[src/hw/uis_pkg.sv]
package uis_pkg;

	// source indices, lowest index wins
	localparam int UIS_NUM_SRC = 7;
	localparam int UIS_SRC_W = 3;
	localparam int UIS_SRC_LSR = 0;
	localparam int UIS_SRC_RXDATA = 1;
	localparam int UIS_SRC_RXTO = 2;
	localparam int UIS_SRC_THR = 3;
	localparam int UIS_SRC_MSR = 4;
	localparam int UIS_SRC_XOFF = 5;
	localparam int UIS_SRC_FLOW = 6;

	// register byte offsets
	localparam logic [7:0] UIS_OFF_ISR = 8'h00;
	localparam logic [7:0] UIS_OFF_FCR = 8'h04;
	localparam logic [7:0] UIS_OFF_EFR = 8'h08;

	// field positions
	localparam int UIS_FCR_EN_BIT = 0;
	localparam int UIS_EFR_ENH_BIT = 4;
	localparam int UIS_ISR_STAT_BIT = 0;
	localparam int UIS_ISR_FIFO_LSB = 6;

	// reset values
	localparam logic UIS_FIFO_EN_RST = 1'b0;
	localparam logic [7:0] UIS_EFR_RST = 8'h00;
	localparam logic [5:0] UIS_CODE_NONE = 6'h01;

	// status codes, bits 5..0, index 0 at the right
	localparam logic [6:0][5:0] UIS_CODE = {
		6'h20, 6'h10, 6'h00, 6'h02, 6'h0c, 6'h04, 6'h06
	};

	// priority level of each source
	localparam logic [6:0][2:0] UIS_LEVEL = {
		3'h6, 3'h5, 3'h4, 3'h3, 3'h2, 3'h2, 3'h1
	};
	localparam logic [2:0] UIS_LEVEL_MIN = 3'h1;
	localparam logic [2:0] UIS_LEVEL_MAX = 3'h6;

	typedef enum logic [1:0] {
		UIS_ST_IDLE = 2'b01,
		UIS_ST_HELD = 2'b10
	} uis_state_t;

endpackage

[src/hw/uis_prio_enc.sv]
`timescale 1ns/1ps
module uis_prio_enc #(
	parameter int N = 7,
	parameter int IW = 3
) (
	input wire logic [N-1:0] i_pend,
	output logic o_any,
	output logic [IW-1:0] o_idx
);

	// lowest pending index wins
	always_comb begin
		o_any = |i_pend;
		o_idx = '0;
		for (int i = N - 1; i >= 0; i--) begin
			if (i_pend[i]) begin
				o_idx = IW'(i);
			end
		end
	end

endmodule // uis_prio_enc

[src/hw/uis_flag.sv]
`timescale 1ns/1ps
module uis_flag #(
	parameter int W = 1
) (
	input wire logic i_clk,
	input wire logic i_rst,
	input wire logic [W-1:0] i_set,
	input wire logic [W-1:0] i_clr,
	output logic [W-1:0] o_flag
);

	// sticky flags, a set beats a clear in the same cycle
	for (genvar g = 0; g < W; g++) begin : g_flag
		logic flag_r;
		logic flag_nxt;
		assign flag_nxt = i_set[g] | (flag_r & ~i_clr[g]);
		always_ff @(posedge i_clk or posedge i_rst) begin
			if (i_rst) begin
				flag_r <= 1'b0;
			end else begin
				flag_r <= flag_nxt;
			end
		end
		assign o_flag[g] = flag_r;
	end

endmodule // uis_flag

[src/hw/uis_top.sv]
// Functional notes
// - sources rank into six levels, level 1 most urgent, level 6 least
// - reading the status register returns the held source code, the highest pending one when it was latched
// - reported source held until serviced; host re-reads to see lower ones
// - line status: level 1, bits 5..0 read 000110
// - receive data available: level 2, bits 5..0 read 000100
// - receive time-out: level 2, bits 5..0 read 001100
// - bits 3..1 name levels 1 to 3; holding empty: level 3, 000010
// - xoff or special character: level 5, only bit 4 set
// - cts or rts change: level 6, only bit 5 set
// - bits 7..6 read 11 with fifos enabled, else 00, 00 at reset
// - bits 5..4 report only while enhanced bit 4 is set
// - xoff indication stays set until xon characters arrive
// - bit 0 low while pending, high when idle and at reset
// - fifo control bit 0 written 1 enables fifos, 0 disables them
//
// Chosen here: the APB register port and the register addresses.
`timescale 1ns/1ps
module uis_top #(
	parameter int AW = 8
) (
	input wire logic i_clk,
	input wire logic i_rst,
	input wire logic i_psel,
	input wire logic i_penable,
	input wire logic i_pwrite,
	input wire logic [AW-1:0] i_paddr,
	input wire logic [31:0] i_pwdata,
	input wire logic [3:0] i_pstrb,
	output logic [31:0] o_prdata,
	output logic o_pready,
	output logic o_pslverr,
	input wire logic i_line_status_evt,
	input wire logic i_rx_data_ready,
	input wire logic i_rx_timeout,
	input wire logic i_thr_empty,
	input wire logic i_modem_status_evt,
	input wire logic i_xoff_detect,
	input wire logic i_xon_received,
	input wire logic i_special_char,
	input wire logic i_flow_change,
	output logic o_int_pending,
	output logic o_fifo_enabled
);

	logic fifo_en_r;
	logic fifo_en_nxt;
	logic [7:0] efr_r;
	logic [7:0] efr_nxt;
	logic [31:0] prdata_r;
	logic [31:0] prdata_nxt;
	logic slverr_r;
	logic slverr_nxt;
	uis_pkg::uis_state_t state_r;
	uis_pkg::uis_state_t state_nxt;
	logic [uis_pkg::UIS_SRC_W-1:0] src_r;
	logic [uis_pkg::UIS_SRC_W-1:0] src_nxt;

	// bus phase decode
	wire setup_ph = i_psel & ~i_penable;
	wire access_ph = i_psel & i_penable;
	wire wr_take = access_ph & i_pwrite & i_pstrb[0];
	wire hit_isr = i_paddr == AW'(uis_pkg::UIS_OFF_ISR);
	wire hit_fcr = i_paddr == AW'(uis_pkg::UIS_OFF_FCR);
	wire hit_efr = i_paddr == AW'(uis_pkg::UIS_OFF_EFR);
	wire hit_any = hit_isr | hit_fcr | hit_efr;
	wire bad_req = ~hit_any | (i_pwrite & hit_isr);
	wire fcr_wr = wr_take & hit_fcr;
	wire efr_wr = wr_take & hit_efr;
	wire enh_on = efr_r[uis_pkg::UIS_EFR_ENH_BIT];

	// xoff indication latch, cleared by xon
	wire xoff_set = i_xoff_detect & enh_on;
	wire xoff_flag;
	uis_flag #(
		.W(1)
	) u_xoff (
		.i_clk(i_clk),
		.i_rst(i_rst),
		.i_set(xoff_set),
		.i_clr(i_xon_received),
		.o_flag(xoff_flag)
	);

	// pending sources, enhanced ones gated
	wire [uis_pkg::UIS_NUM_SRC-1:0] pend;
	assign pend[uis_pkg::UIS_SRC_LSR] = i_line_status_evt;
	assign pend[uis_pkg::UIS_SRC_RXDATA] = i_rx_data_ready;
	assign pend[uis_pkg::UIS_SRC_RXTO] = i_rx_timeout;
	assign pend[uis_pkg::UIS_SRC_THR] = i_thr_empty;
	assign pend[uis_pkg::UIS_SRC_MSR] = i_modem_status_evt;
	assign pend[uis_pkg::UIS_SRC_XOFF] =
		enh_on & (xoff_flag | i_special_char);
	assign pend[uis_pkg::UIS_SRC_FLOW] = enh_on & i_flow_change;

	// pick the most urgent source
	wire enc_any;
	wire [uis_pkg::UIS_SRC_W-1:0] enc_idx;
	uis_prio_enc #(
		.N(uis_pkg::UIS_NUM_SRC),
		.IW(uis_pkg::UIS_SRC_W)
	) u_enc (
		.i_pend(pend),
		.o_any(enc_any),
		.o_idx(enc_idx)
	);

	// hold the reported source until its condition is serviced
	wire held = state_r == uis_pkg::UIS_ST_HELD;
	wire held_live = held & pend[src_r];
	// enhanced sources hidden while enhanced mode is off
	wire held_enh = src_r >= 3'(uis_pkg::UIS_SRC_XOFF);
	wire held_vis = held & (enh_on | ~held_enh);
	always_comb begin
		state_nxt = state_r;
		src_nxt = src_r;
		case (state_r)
			uis_pkg::UIS_ST_IDLE: begin
				if (enc_any) begin
					state_nxt = uis_pkg::UIS_ST_HELD;
					src_nxt = enc_idx;
				end
			end
			uis_pkg::UIS_ST_HELD: begin
				if (!pend[src_r]) begin
					state_nxt = enc_any ? uis_pkg::UIS_ST_HELD :
						uis_pkg::UIS_ST_IDLE;
					src_nxt = enc_any ? enc_idx : src_r;
				end
			end
			default: begin
				state_nxt = uis_pkg::UIS_ST_IDLE;
				src_nxt = '0;
			end
		endcase
	end

	// status register contents
	wire [5:0] code = held_vis ? uis_pkg::UIS_CODE[src_r] :
		uis_pkg::UIS_CODE_NONE;
	wire [1:0] fifo_bits = {2{fifo_en_r}};
	wire [7:0] isr_val = {fifo_bits, code};
	wire [2:0] held_lvl = uis_pkg::UIS_LEVEL[src_r];

	// read mux for the setup cycle
	wire [7:0] rd_byte = hit_isr ? isr_val :
		hit_fcr ? {7'h00, fifo_en_r} :
		hit_efr ? efr_r : 8'h00;

	// next values of the software registers
	assign fifo_en_nxt = fcr_wr ?
		i_pwdata[uis_pkg::UIS_FCR_EN_BIT] : fifo_en_r;
	assign efr_nxt = efr_wr ? i_pwdata[7:0] : efr_r;
	assign prdata_nxt = (setup_ph & ~i_pwrite) ? {24'h000000, rd_byte} :
		prdata_r;
	assign slverr_nxt = setup_ph ? bad_req : slverr_r;

	// register file and report state
	always_ff @(posedge i_clk or posedge i_rst) begin
		if (i_rst) begin
			fifo_en_r <= uis_pkg::UIS_FIFO_EN_RST;
			efr_r <= uis_pkg::UIS_EFR_RST;
			prdata_r <= 32'h00000000;
			slverr_r <= 1'b0;
			state_r <= uis_pkg::UIS_ST_IDLE;
			src_r <= '0;
		end else begin
			fifo_en_r <= fifo_en_nxt;
			efr_r <= efr_nxt;
			prdata_r <= prdata_nxt;
			slverr_r <= slverr_nxt;
			state_r <= state_nxt;
			src_r <= src_nxt;
		end
	end

	// bus answers in the first access cycle
	assign o_pready = access_ph;
	assign o_pslverr = access_ph & slverr_r;
	assign o_prdata = prdata_r;
	assign o_int_pending = held_vis;
	assign o_fifo_enabled = fifo_en_r;
endmodule // uis_top

[config.mk]
export PLATFORM = sky130hd
export DESIGN_NAME = uis_top
export DESIGN_NICKNAME = d
export VERILOG_FILES = /design/src/hw/uis_pkg.sv /design/src/hw/uis_prio_enc.sv /design/src/hw/uis_flag.sv /design/src/hw/uis_top.sv
export SDC_FILE = /design/constraint.sdc
export NUM_CORES = 1
export LEC_CHECK = 0
export CAP_MARGIN = 20
export CORE_UTILIZATION = 45
export CTS_CLUSTER_SIZE = 25
export DETAILED_ROUTE_END_ITERATION = 6
export DONT_BUFFER_PORTS = 1
export PLACE_DENSITY = 0.58
export RECOVER_POWER = 100
export SYNTH_ARGS = -nofsm -noshare
export SYNTH_HDL_FRONTEND = slang
export SYNTH_SLANG_ARGS = --single-unit
[constraint.sdc]
create_clock -name i_clk -period 4.8 [get_ports i_clk]
set_input_delay 0.72 -clock i_clk [delete_from_list [all_inputs] [get_ports i_clk]]
set_output_delay 0.72 -clock i_clk [all_outputs]
set_load 0.02 [all_outputs]
Word level (Yosys, flattened, before mapping)
Memory sizes are Yosys's and may differ from the RTL's.
Cells that the tools add are included.

storage, ports and cells
  register bits = 24
  memory bits (read-only) = 48
  input port bits = 58
  output and inout bits = 36
  logic and storage cells = 65
  memories = 1

memories
  memory            depth  bits a word  read ports  clocked after memory_dff  wr ports  line            source
  (name not given)  8      6            1           0                         0         uis_top.sv:139  wire [5:0] code = held_vis ? uis_pkg::UIS_CODE[src_r] :

cells by class
  order comparisons = 2
  equal/unequal tests = 6
  mux-type cells = 21
  bitwise gates (word level) = 25
  reduce and logical (&&, ||, !) cells = 3

operators by type and width
  operator            number
  $mux 3              9
  $mux 8              3
  $and 1x1->1         14
  $mux 6              2
  $eq 8x3->1 const B  1
  $eq 8x4->1 const B  1
  $logic_not 8->1     1
  $reduce_or 7->1     1
  $mux 2              3
  $or 1x1->1          6
  $pmux 3 s2          1
  $not 1->1           5
  $lt 3x4->1 const B  1
  $ne 2x2->1 const B  2
  $pmux 2 s2          1
  $bmux 1 s3          1
  $ge 3x3->1 const B  1
  $eq 2x1->1 const B  1
  $eq 2x2->1 const B  1
  $reduce_and 2->1    1
  $mux 1              1

Longest topological paths before layout
Gate-level depths: netlist of run 1.

  depth after elaboration = 11
  mapped depth = 7
  mapped depth without buffers = 6

Modules after synthesis
Synthesis of run 1 repeated with hierarchy kept, for this count alone.

unflattened totals
  cells, all modules = 162
  area, all modules = 1611.5 um^2

by module, submodules not included
  module        instances  cells an instance  area each (um^2)  sequential area each (um^2)
  uis_top       1          147                1498.9            576.8
  uis_prio_enc  1          11                 72.6              0.0
  uis_flag      1          4                  40.0              25.0

Least setup slack after synthesis of run 1
Ideal clock, no wire load.

  path type = in2reg
  from = in i_paddr[7]
  to = reg efr_r[0]
  setup time = 125 ps
  arrival time = 2014 ps
  data required time = 4675 ps
  path slack = 2661 ps
  stages on the path = 4
  buffers on the path = 0
  path through = nor4_1 -> nand2_1 -> nor4b_4 -> mux2_2

on the way
  cells in the longest elaborated chain, start to end = 2

RTL lines
  item                  line            source
  from (decl)           uis_top.sv:27   input wire logic [AW-1:0] i_paddr,
  $eq 8x4->1            uis_top.sv:65   wire hit_efr = i_paddr == AW'(uis_pkg::UIS_OFF_EFR);
  $and 1x1->1           uis_top.sv:69   wire efr_wr = wr_take & hit_efr;
  to (signal assigned)  uis_top.sv:162  efr_r <= uis_pkg::UIS_EFR_RST;
  to (signal assigned)  uis_top.sv:169  efr_r <= efr_nxt;
  to (decl)             uis_top.sv:48   logic [7:0] efr_r;

Every way passes these cells.
A chain may end at the register's enable or synchronous reset.

Final worst setup path of run 1
  from = in i_paddr[7]
  to = reg efr_r[3]

The elaborated chain is that of the path after synthesis.

==> metrics.md, run 1 <==
| Metric | Value |
|---|---|
| RSZ-0062 raised after global routing | no |
| Failing checks | max-capacitance violations, max-slew violations |
| Max cap viols | 1 |
| Crit path buf inv count | 0 |
| CTS Buf Count | 3 |
| WL/cell | 13.6 um |
| Synth Instances | 170 |
| Number of global-route vias before repair | 1100 |
| # diodes | 0 |
| DP Wirelength | 2210 um |
| P_int | 328 uW |
| First-pass GRT wire length | 4550 um |
| Worst min-delay path category | in -> async |
| Max_slew headroom | -22.3% |
| Final Util | 45.9% |
| Core box area | 3360 sq um |
| Grt total ovfl | 0 |
| Die area | 3790 sq um |
| CP startpoint kind | input port |
| Period Utilization, post-route | 61.4% |
| CTS tree | built |
| Slowest stage delay, CP | 1.50 ns |
| Actual slew at the worst max-slew pin | 1.81 ns |
| Post-synth EDFFs | 0 |
| Via Count | 1121 |
| Post-synth top area share | 36.1% |
| Initial antenna violation count | 0 |
| P per Cell Area | 322 nW/um^2 |
| Initial DRC count | 35 |
| Leak | 0.000715 uW |
| Final Hold Slack | 0.467 ns |
| Yosys synthesis warning count | 0 |
| Sequential share of power | 49.2% |
| Die width | 61.5 um |
| Crit-path cells | nor4_1 -> nand2_1 -> nor4b_1 -> mux2_2 |
| Synth top area cells | dfrtp_1 (36%), buf_4 (11%), mux2_2 (7.1%) |
| Sw Pwr | 170 uW |
| Setup crit end kind | register |
| Setup_tns | 0 ns |
| Final slew viol count | 9 |
| CTS Buffer Depth | 2 |
| Outcome | finished, violations left |
| Critical Path RT | 5.00 ns |
| Mapped Area | 1600 sq um |
| Fin crit period | 2.95 ns |
| Hold-fix buffers, CTS | 0 |
| I/O pin count | 94 |
| Max Fanout on Critical Path | 8 |
| R2R setup slack | 2.70 ns |
| Top_reg_cell synth | dfrtp_1 |
| GRT Total Usage | 16.3% |
| Maximum clock rate | 340 MHz |
| Initial core utilization | 47.4% |
| Worst Path Arrival | 3.15 ns |
| Synth area leader | dfrtp_1 |
| Worst ir drop on vdd | 0.128 mV |
| Root buf cell | clkbuf_4 |
| Register area share after synthesis | 37.7% |
| # DRC | 0 |
| Hold Vio Cnt, Final | 0 |
| Unique masters post-synth | 47 |
| # clock sinks | 24 |
| Die Height | 61.5 um |
| Final critical-path setup slack | 1.86 ns |
| Port Buffers | 0 |
| Yosys reg bits | 24 |
| Final net count | 230 |
| # fillers | 362 |
| Most frequent cells in the layout | conb_1 (24), dfrtp_1 (23), nand2_1 (12), nor2_1 (11), mux2_2 (9) |
| Area Overhead vs Synth | -3.14% |
| Commonest non-fill, non-tap cell in the layout | conb_1 |
| RePlAce Congestion | 0.800 |
| Max H-tree Level | 1 |
| Drt via density | 5.29 |
| Area of the multi-input gates | 823 sq um |
| Setup Viol. Count Final | 0 |
| Sequential cell area | 602 sq um |
| Setup Crit Path Kind | in -> reg |
| Synthesized area per cell | 9.38 sq um |
| Top Family by Delay on Critical Path | simple AND/OR/NAND/NOR gates |
| Largest net degree at the start of global routing | 25 |
| Routed wire length | 2880 um |
| Post-Place Cell Area | 1520 sq um |
| Worst Skew | 0.00643 ns |
| Slowest cell on crit path | nor4b_1 |
| Post-CTS sizing | 0 |
| Clock Power Share | 20.9% |
| Design area | 1550 sq um |
| DP Worst Slack | 2.38 ns |
| Clock latency on the worst-skew pair | 0.31 ns |
| Num rows | 21 |
| Sw Share | 34.2% |
| Share of cells above drive strength 1 | 10.8% |
| Router iterations before antenna repair | 4 |
| Final ANT Viol Nets | 0 |
| Setup bufs post-CTS | 0 |
| FFs w/ async S/R, synth | 100% |
| Clock transition at path regs | 0.13 ns |
| Comb power frac | 29.9% |
==> cells in the mapped netlist (all sizes together) (2+ instances only) <==
cell     instances
or2              2
nor3             3
clkbuf           5
nand3            4
nand2           12
or3              2
buf             26
nand2b           2
a2111oi          3
a21oi            6
o21ai            8
a22oi            2
ha               5
inv              7
nor3b            2
nor2b            5
a21o             4
and3             2
o31a             3
dfrtp           23
mux2            10
mux2i            2
nor2            11
==> layer usage <==
metal	share of wire, %	up-vias	GRT usage (%)
met5	0	-	0
met4	0.52	0	5.71
met3	6.4	2	3.36
met2	52	39	30.1
met1	41	538	18.5
li1	-	542	-
==> area by class of cell <==
cell class | count | share of cell area (%)
clock buffers | 4 | 2.35
inverters | 7 | 1.70
multi-input cells | 131 | 53.3
flip-flops and latches | 24 | 38.9
well taps | 46 | 3.72
==> registers in the layout, indices dropped and copies added (netlist names) <==
signal	cells
u_xoff.o_flag	1
src_r	3
o_prdata	8
slverr_r	1
efr_r	8
state_r	2
o_fifo_enabled	1
==> stage by stage <==
stage          power (uW)  std cells
2_1_floorplan         391        193
3_3_place_gp          393        208
3_5_place_dp          400        208
4_1_cts               506        212
5_1_grt               533        212
6_report              498        212
==> final timing paths <==
| kind | start | end | cells past startpoint |
|---|---|---|---|
| worst max register to register | state_r[0] | src_r[1] | 6 |
| max in group asynchronous | i_rst | o_prdata[2] | 1 |
| min in group i_clk | slverr_r | slverr_r | 2 |
| worst min register to register | slverr_r | slverr_r | 2 |
| worst min-delay path | i_rst | o_prdata[6] | 1 |
| worst max-delay path | i_paddr[7] | efr_r[3] | 4 |
==> logic make-up (layout without fill, tap and decap cells) <==
| kind of cell | Yosys count | count (layout) | synth area share (%) |
|---|---|---|---|
| and+or+nand+nor | 51 | 51 | 17.4 |
| buffers and inverters | 38 | 11 | 15.1 |
| DFF | 24 | 24 | 37.7 |
| AOI/OAI and AO/OA | 39 | 39 | 17.3 |
| adders and majority gates | 5 | 5 | 3.92 |
| muxes | 12 | 12 | 8.31 |
| other | 1 | 24 | 0.235 |
==> power by group through the flow <==
stage | logic, uW | clock network, uW | registers (uW)
2_1_floorplan | 153 | 0 | 238
3_3_place_gp | 146 | 0 | 247
3_5_place_dp | 151 | 0 | 249
4_1_cts | 151 | 110 | 245
5_1_grt | 170 | 115 | 248
6_report | 149 | 104 | 245
No activity file was read; power rests on OpenSTA's default activity.
==> run 2: changes to the inputs <==
PLACE_DENSITY = 0.6   (was 0.58)
clock period = 2.4 ns   (was 4.8 ns; I/O delays follow)
==> run 2 against run 1 <==
Largest power group unchanged; the flow now finishes without violations; clock skew is 0.0031 ns higher; largest cell class unchanged; die area stayed put; final area is 1.8% higher.
==> metrics.md, run 2 (synthesis results as in run 1) <==
| Metric | Value |
|---|---|
| GRT Total Usage | 17.4% (+1.1 points) |
| Area Overhead vs Synth | -1.41% |
| Grt total ovfl | 0 (unchanged) |
| Max cap viols | 0 (-1) |
| Clock latency on the worst-skew pair | 0.31 ns (about the same) |
| Actual slew at the worst max-slew pin | 0.945 ns (-0.864 ns) |
| Period Utilization, post-route | 88.5% |
| Slowest stage delay, CP | 0.55 ns (-0.95 ns) |
| Routed wire length | 2950 um (+2.1%) |
| Commonest non-fill, non-tap cell in the layout | conb_1 |
| Final critical-path setup slack | 0.276 ns (-1.58 ns) |
| Worst Path Arrival | 2.33 ns (-0.82 ns) |
| Hold Vio Cnt, Final | 0 (unchanged) |
| Fin crit period | 2.12 ns |
| Port Buffers | 0 (unchanged) |
| Die width | 61.5 um (unchanged) |
| WL/cell | 13.7 um (+0.69%) |
| Initial core utilization | 47.4% (unchanged) |
| # diodes | 0 (unchanged) |
| First-pass GRT wire length | 4840 um (+6.5%) |
| Setup Crit Path Kind | reg -> reg |
| Share of cells above drive strength 1 | 10.1% (-0.78 points) |
| Setup bufs post-CTS | 0 (unchanged) |
| Initial DRC count | 32 (-8.6%) |
| Largest net degree at the start of global routing | 25 (unchanged) |
| Router iterations before antenna repair | 4 (unchanged) |
| CTS tree | built |
| Setup_tns | 0 ns (unchanged) |
| RSZ-0062 raised after global routing | no |
| Initial antenna violation count | 0 (unchanged) |
| Final Util | 46.8% (+0.82 points) |
| Num rows | 21 (unchanged) |
| Setup crit end kind | register |
| Die Height | 61.5 um (unchanged) |
| Tot Pwr | 1080 uW (+120%) |
| Slowest cell on crit path | dfstp_1 |
| CTS Buf Count | 3 (unchanged) |
| Top Family by Delay on Critical Path | simple AND/OR/NAND/NOR gates |
| CTS Buffer Depth | 2 (unchanged) |
| Setup Viol. Count Final | 0 (unchanged) |
| Final slew viol count | 0 (-9) |
| Number of global-route vias before repair | 1142 (+3.8%) |
| Worst min-delay path category | in -> async |
| Worst Skew | 0.00950 ns (+0.00307 ns) |
| Most frequent cells in the layout | conb_1 (24), dfrtp_1 (23), nand2_1 (12), nor2_1 (11), mux2_2 (9) |
| Placed cells | 211 (+1.4%) |
| I/O pin count | 94 (unchanged) |
| Core box area | 3360 sq um (unchanged) |
| Crit path buf inv count | 1 (+1) |
| P per Cell Area | 690 nW/um^2 (+110%) |
| DP Worst Slack | 0.313 ns (-2.07 ns) |
| Worst ir drop on vdd | 0.320 mV (+150%) |
| Hold-fix buffers, CTS | 0 (unchanged) |
| Die area | 3790 sq um (unchanged) |
| Max_slew headroom | 36.1% (+58 points) |
| Clock transition at path regs | 0.13 ns (about the same) |
| Drt via density | 5.38 (+1.8%) |
| Area of the multi-input gates | 823 sq um (unchanged) |
| # DRC | 0 (unchanged) |
| Max Fanout on Critical Path | 3 (-5) |
| Root buf cell | clkbuf_4 |
| CP startpoint kind | register |
| Final net count | 233 (+1.3%) |
| # fillers | 338 (-6.6%) |
| Sequential cell area | 602 sq um (unchanged) |
| Max H-tree Level | 1 (unchanged) |
| Fin cells | 215 (+1.4%) |
| Crit-path cells | inv_1 -> ha_1 -> or3_1 -> nor2_1 -> a22o_1 -> mux2_2 |
| Final ANT Viol Nets | 0 (unchanged) |
| Critical Path RT | 2.60 ns (-2.40 ns) |
| Post-CTS sizing | 0 (unchanged) |
| RePlAce Congestion | 0.762 (-4.7%) |
| Outcome | complete, no violations |
| DP Wirelength | 2260 um (+2.3%) |
| # clock sinks | 24 (unchanged) |
| Leak | 0.000725 uW (+1.4%) |
| Via Count | 1157 (+3.2%) |
| Maximum clock rate | 471 MHz |
## run 2: changes by cell type in the layout (fill, tap and decap cells not counted)
cell	delta
dfstp_2	-1
clkbuf_8	-1
clkbuf_1	+3
bufinv_16	+1
dfstp_1	+1
## run 2: path summary, 6_finish.rpt
| path | cells past startpoint | to | slack (ns) | start |
|---|---|---|---|---|
| setup / recovery | 6 | src_r[1] | 0.28 | state_r[0] |
| hold / removal | 1 | efr_r[1] | 0.10 | i_rst |
| setup reg to reg | 6 | src_r[1] | 0.28 | state_r[0] |
| hold reg to reg | 2 | slverr_r | 0.50 | slverr_r |
| max in group asynchronous | 1 | o_prdata[0] | 1.75 | i_rst |
| min in group i_clk | 1 | u_xoff.o_flag | 0.15 | i_xon_received |
## run 2: area by class of cell
cell class / count / share of cell area, %
clock buffer: 3 / 1.43
multi-input combinational: 131 / 52.3
timing repair buffer: 3 / 0.716
clock inverter: 1 / 1.91
sequential: 24 / 38.3
tap: 46 / 3.66
inverter: 7 / 1.67
## run 2: per-stage QoR
step | hold WS (ns) | cell area (sq um)
final | 0.105 | 1570
after global routing | 0.130 | 1570
after CTS | 0.138 | 1600
after detailed placement | 0.472 | 1550
after global placement | 0.463 | 1550
after floorplan | 0.374 | 1680
## run 2: report_power, final
group / internal, uW / switching [uW]
clock: 169 / 119
combinational: 121 / 187
sequential: 440 / 48.3
total: 730 / 355
## run 2: worst reg2reg max path, stage by stage, from the launching register on
cell	delay (ns)
dfstp_1	0.55
inv_1	0.06
ha_1	0.33
or3_1	0.41
nor2_1	0.15
a22o_1	0.18
mux2_2	0.34
## run 2: routing by layer
layer	up-vias	global-route usage (%)	share of wire [%]
met5	-	0	0
met4	0	6.35	0.51
met3	2	4.41	7.8
met2	49	29.3	48
met1	558	21.6	44
li1	548	-	-
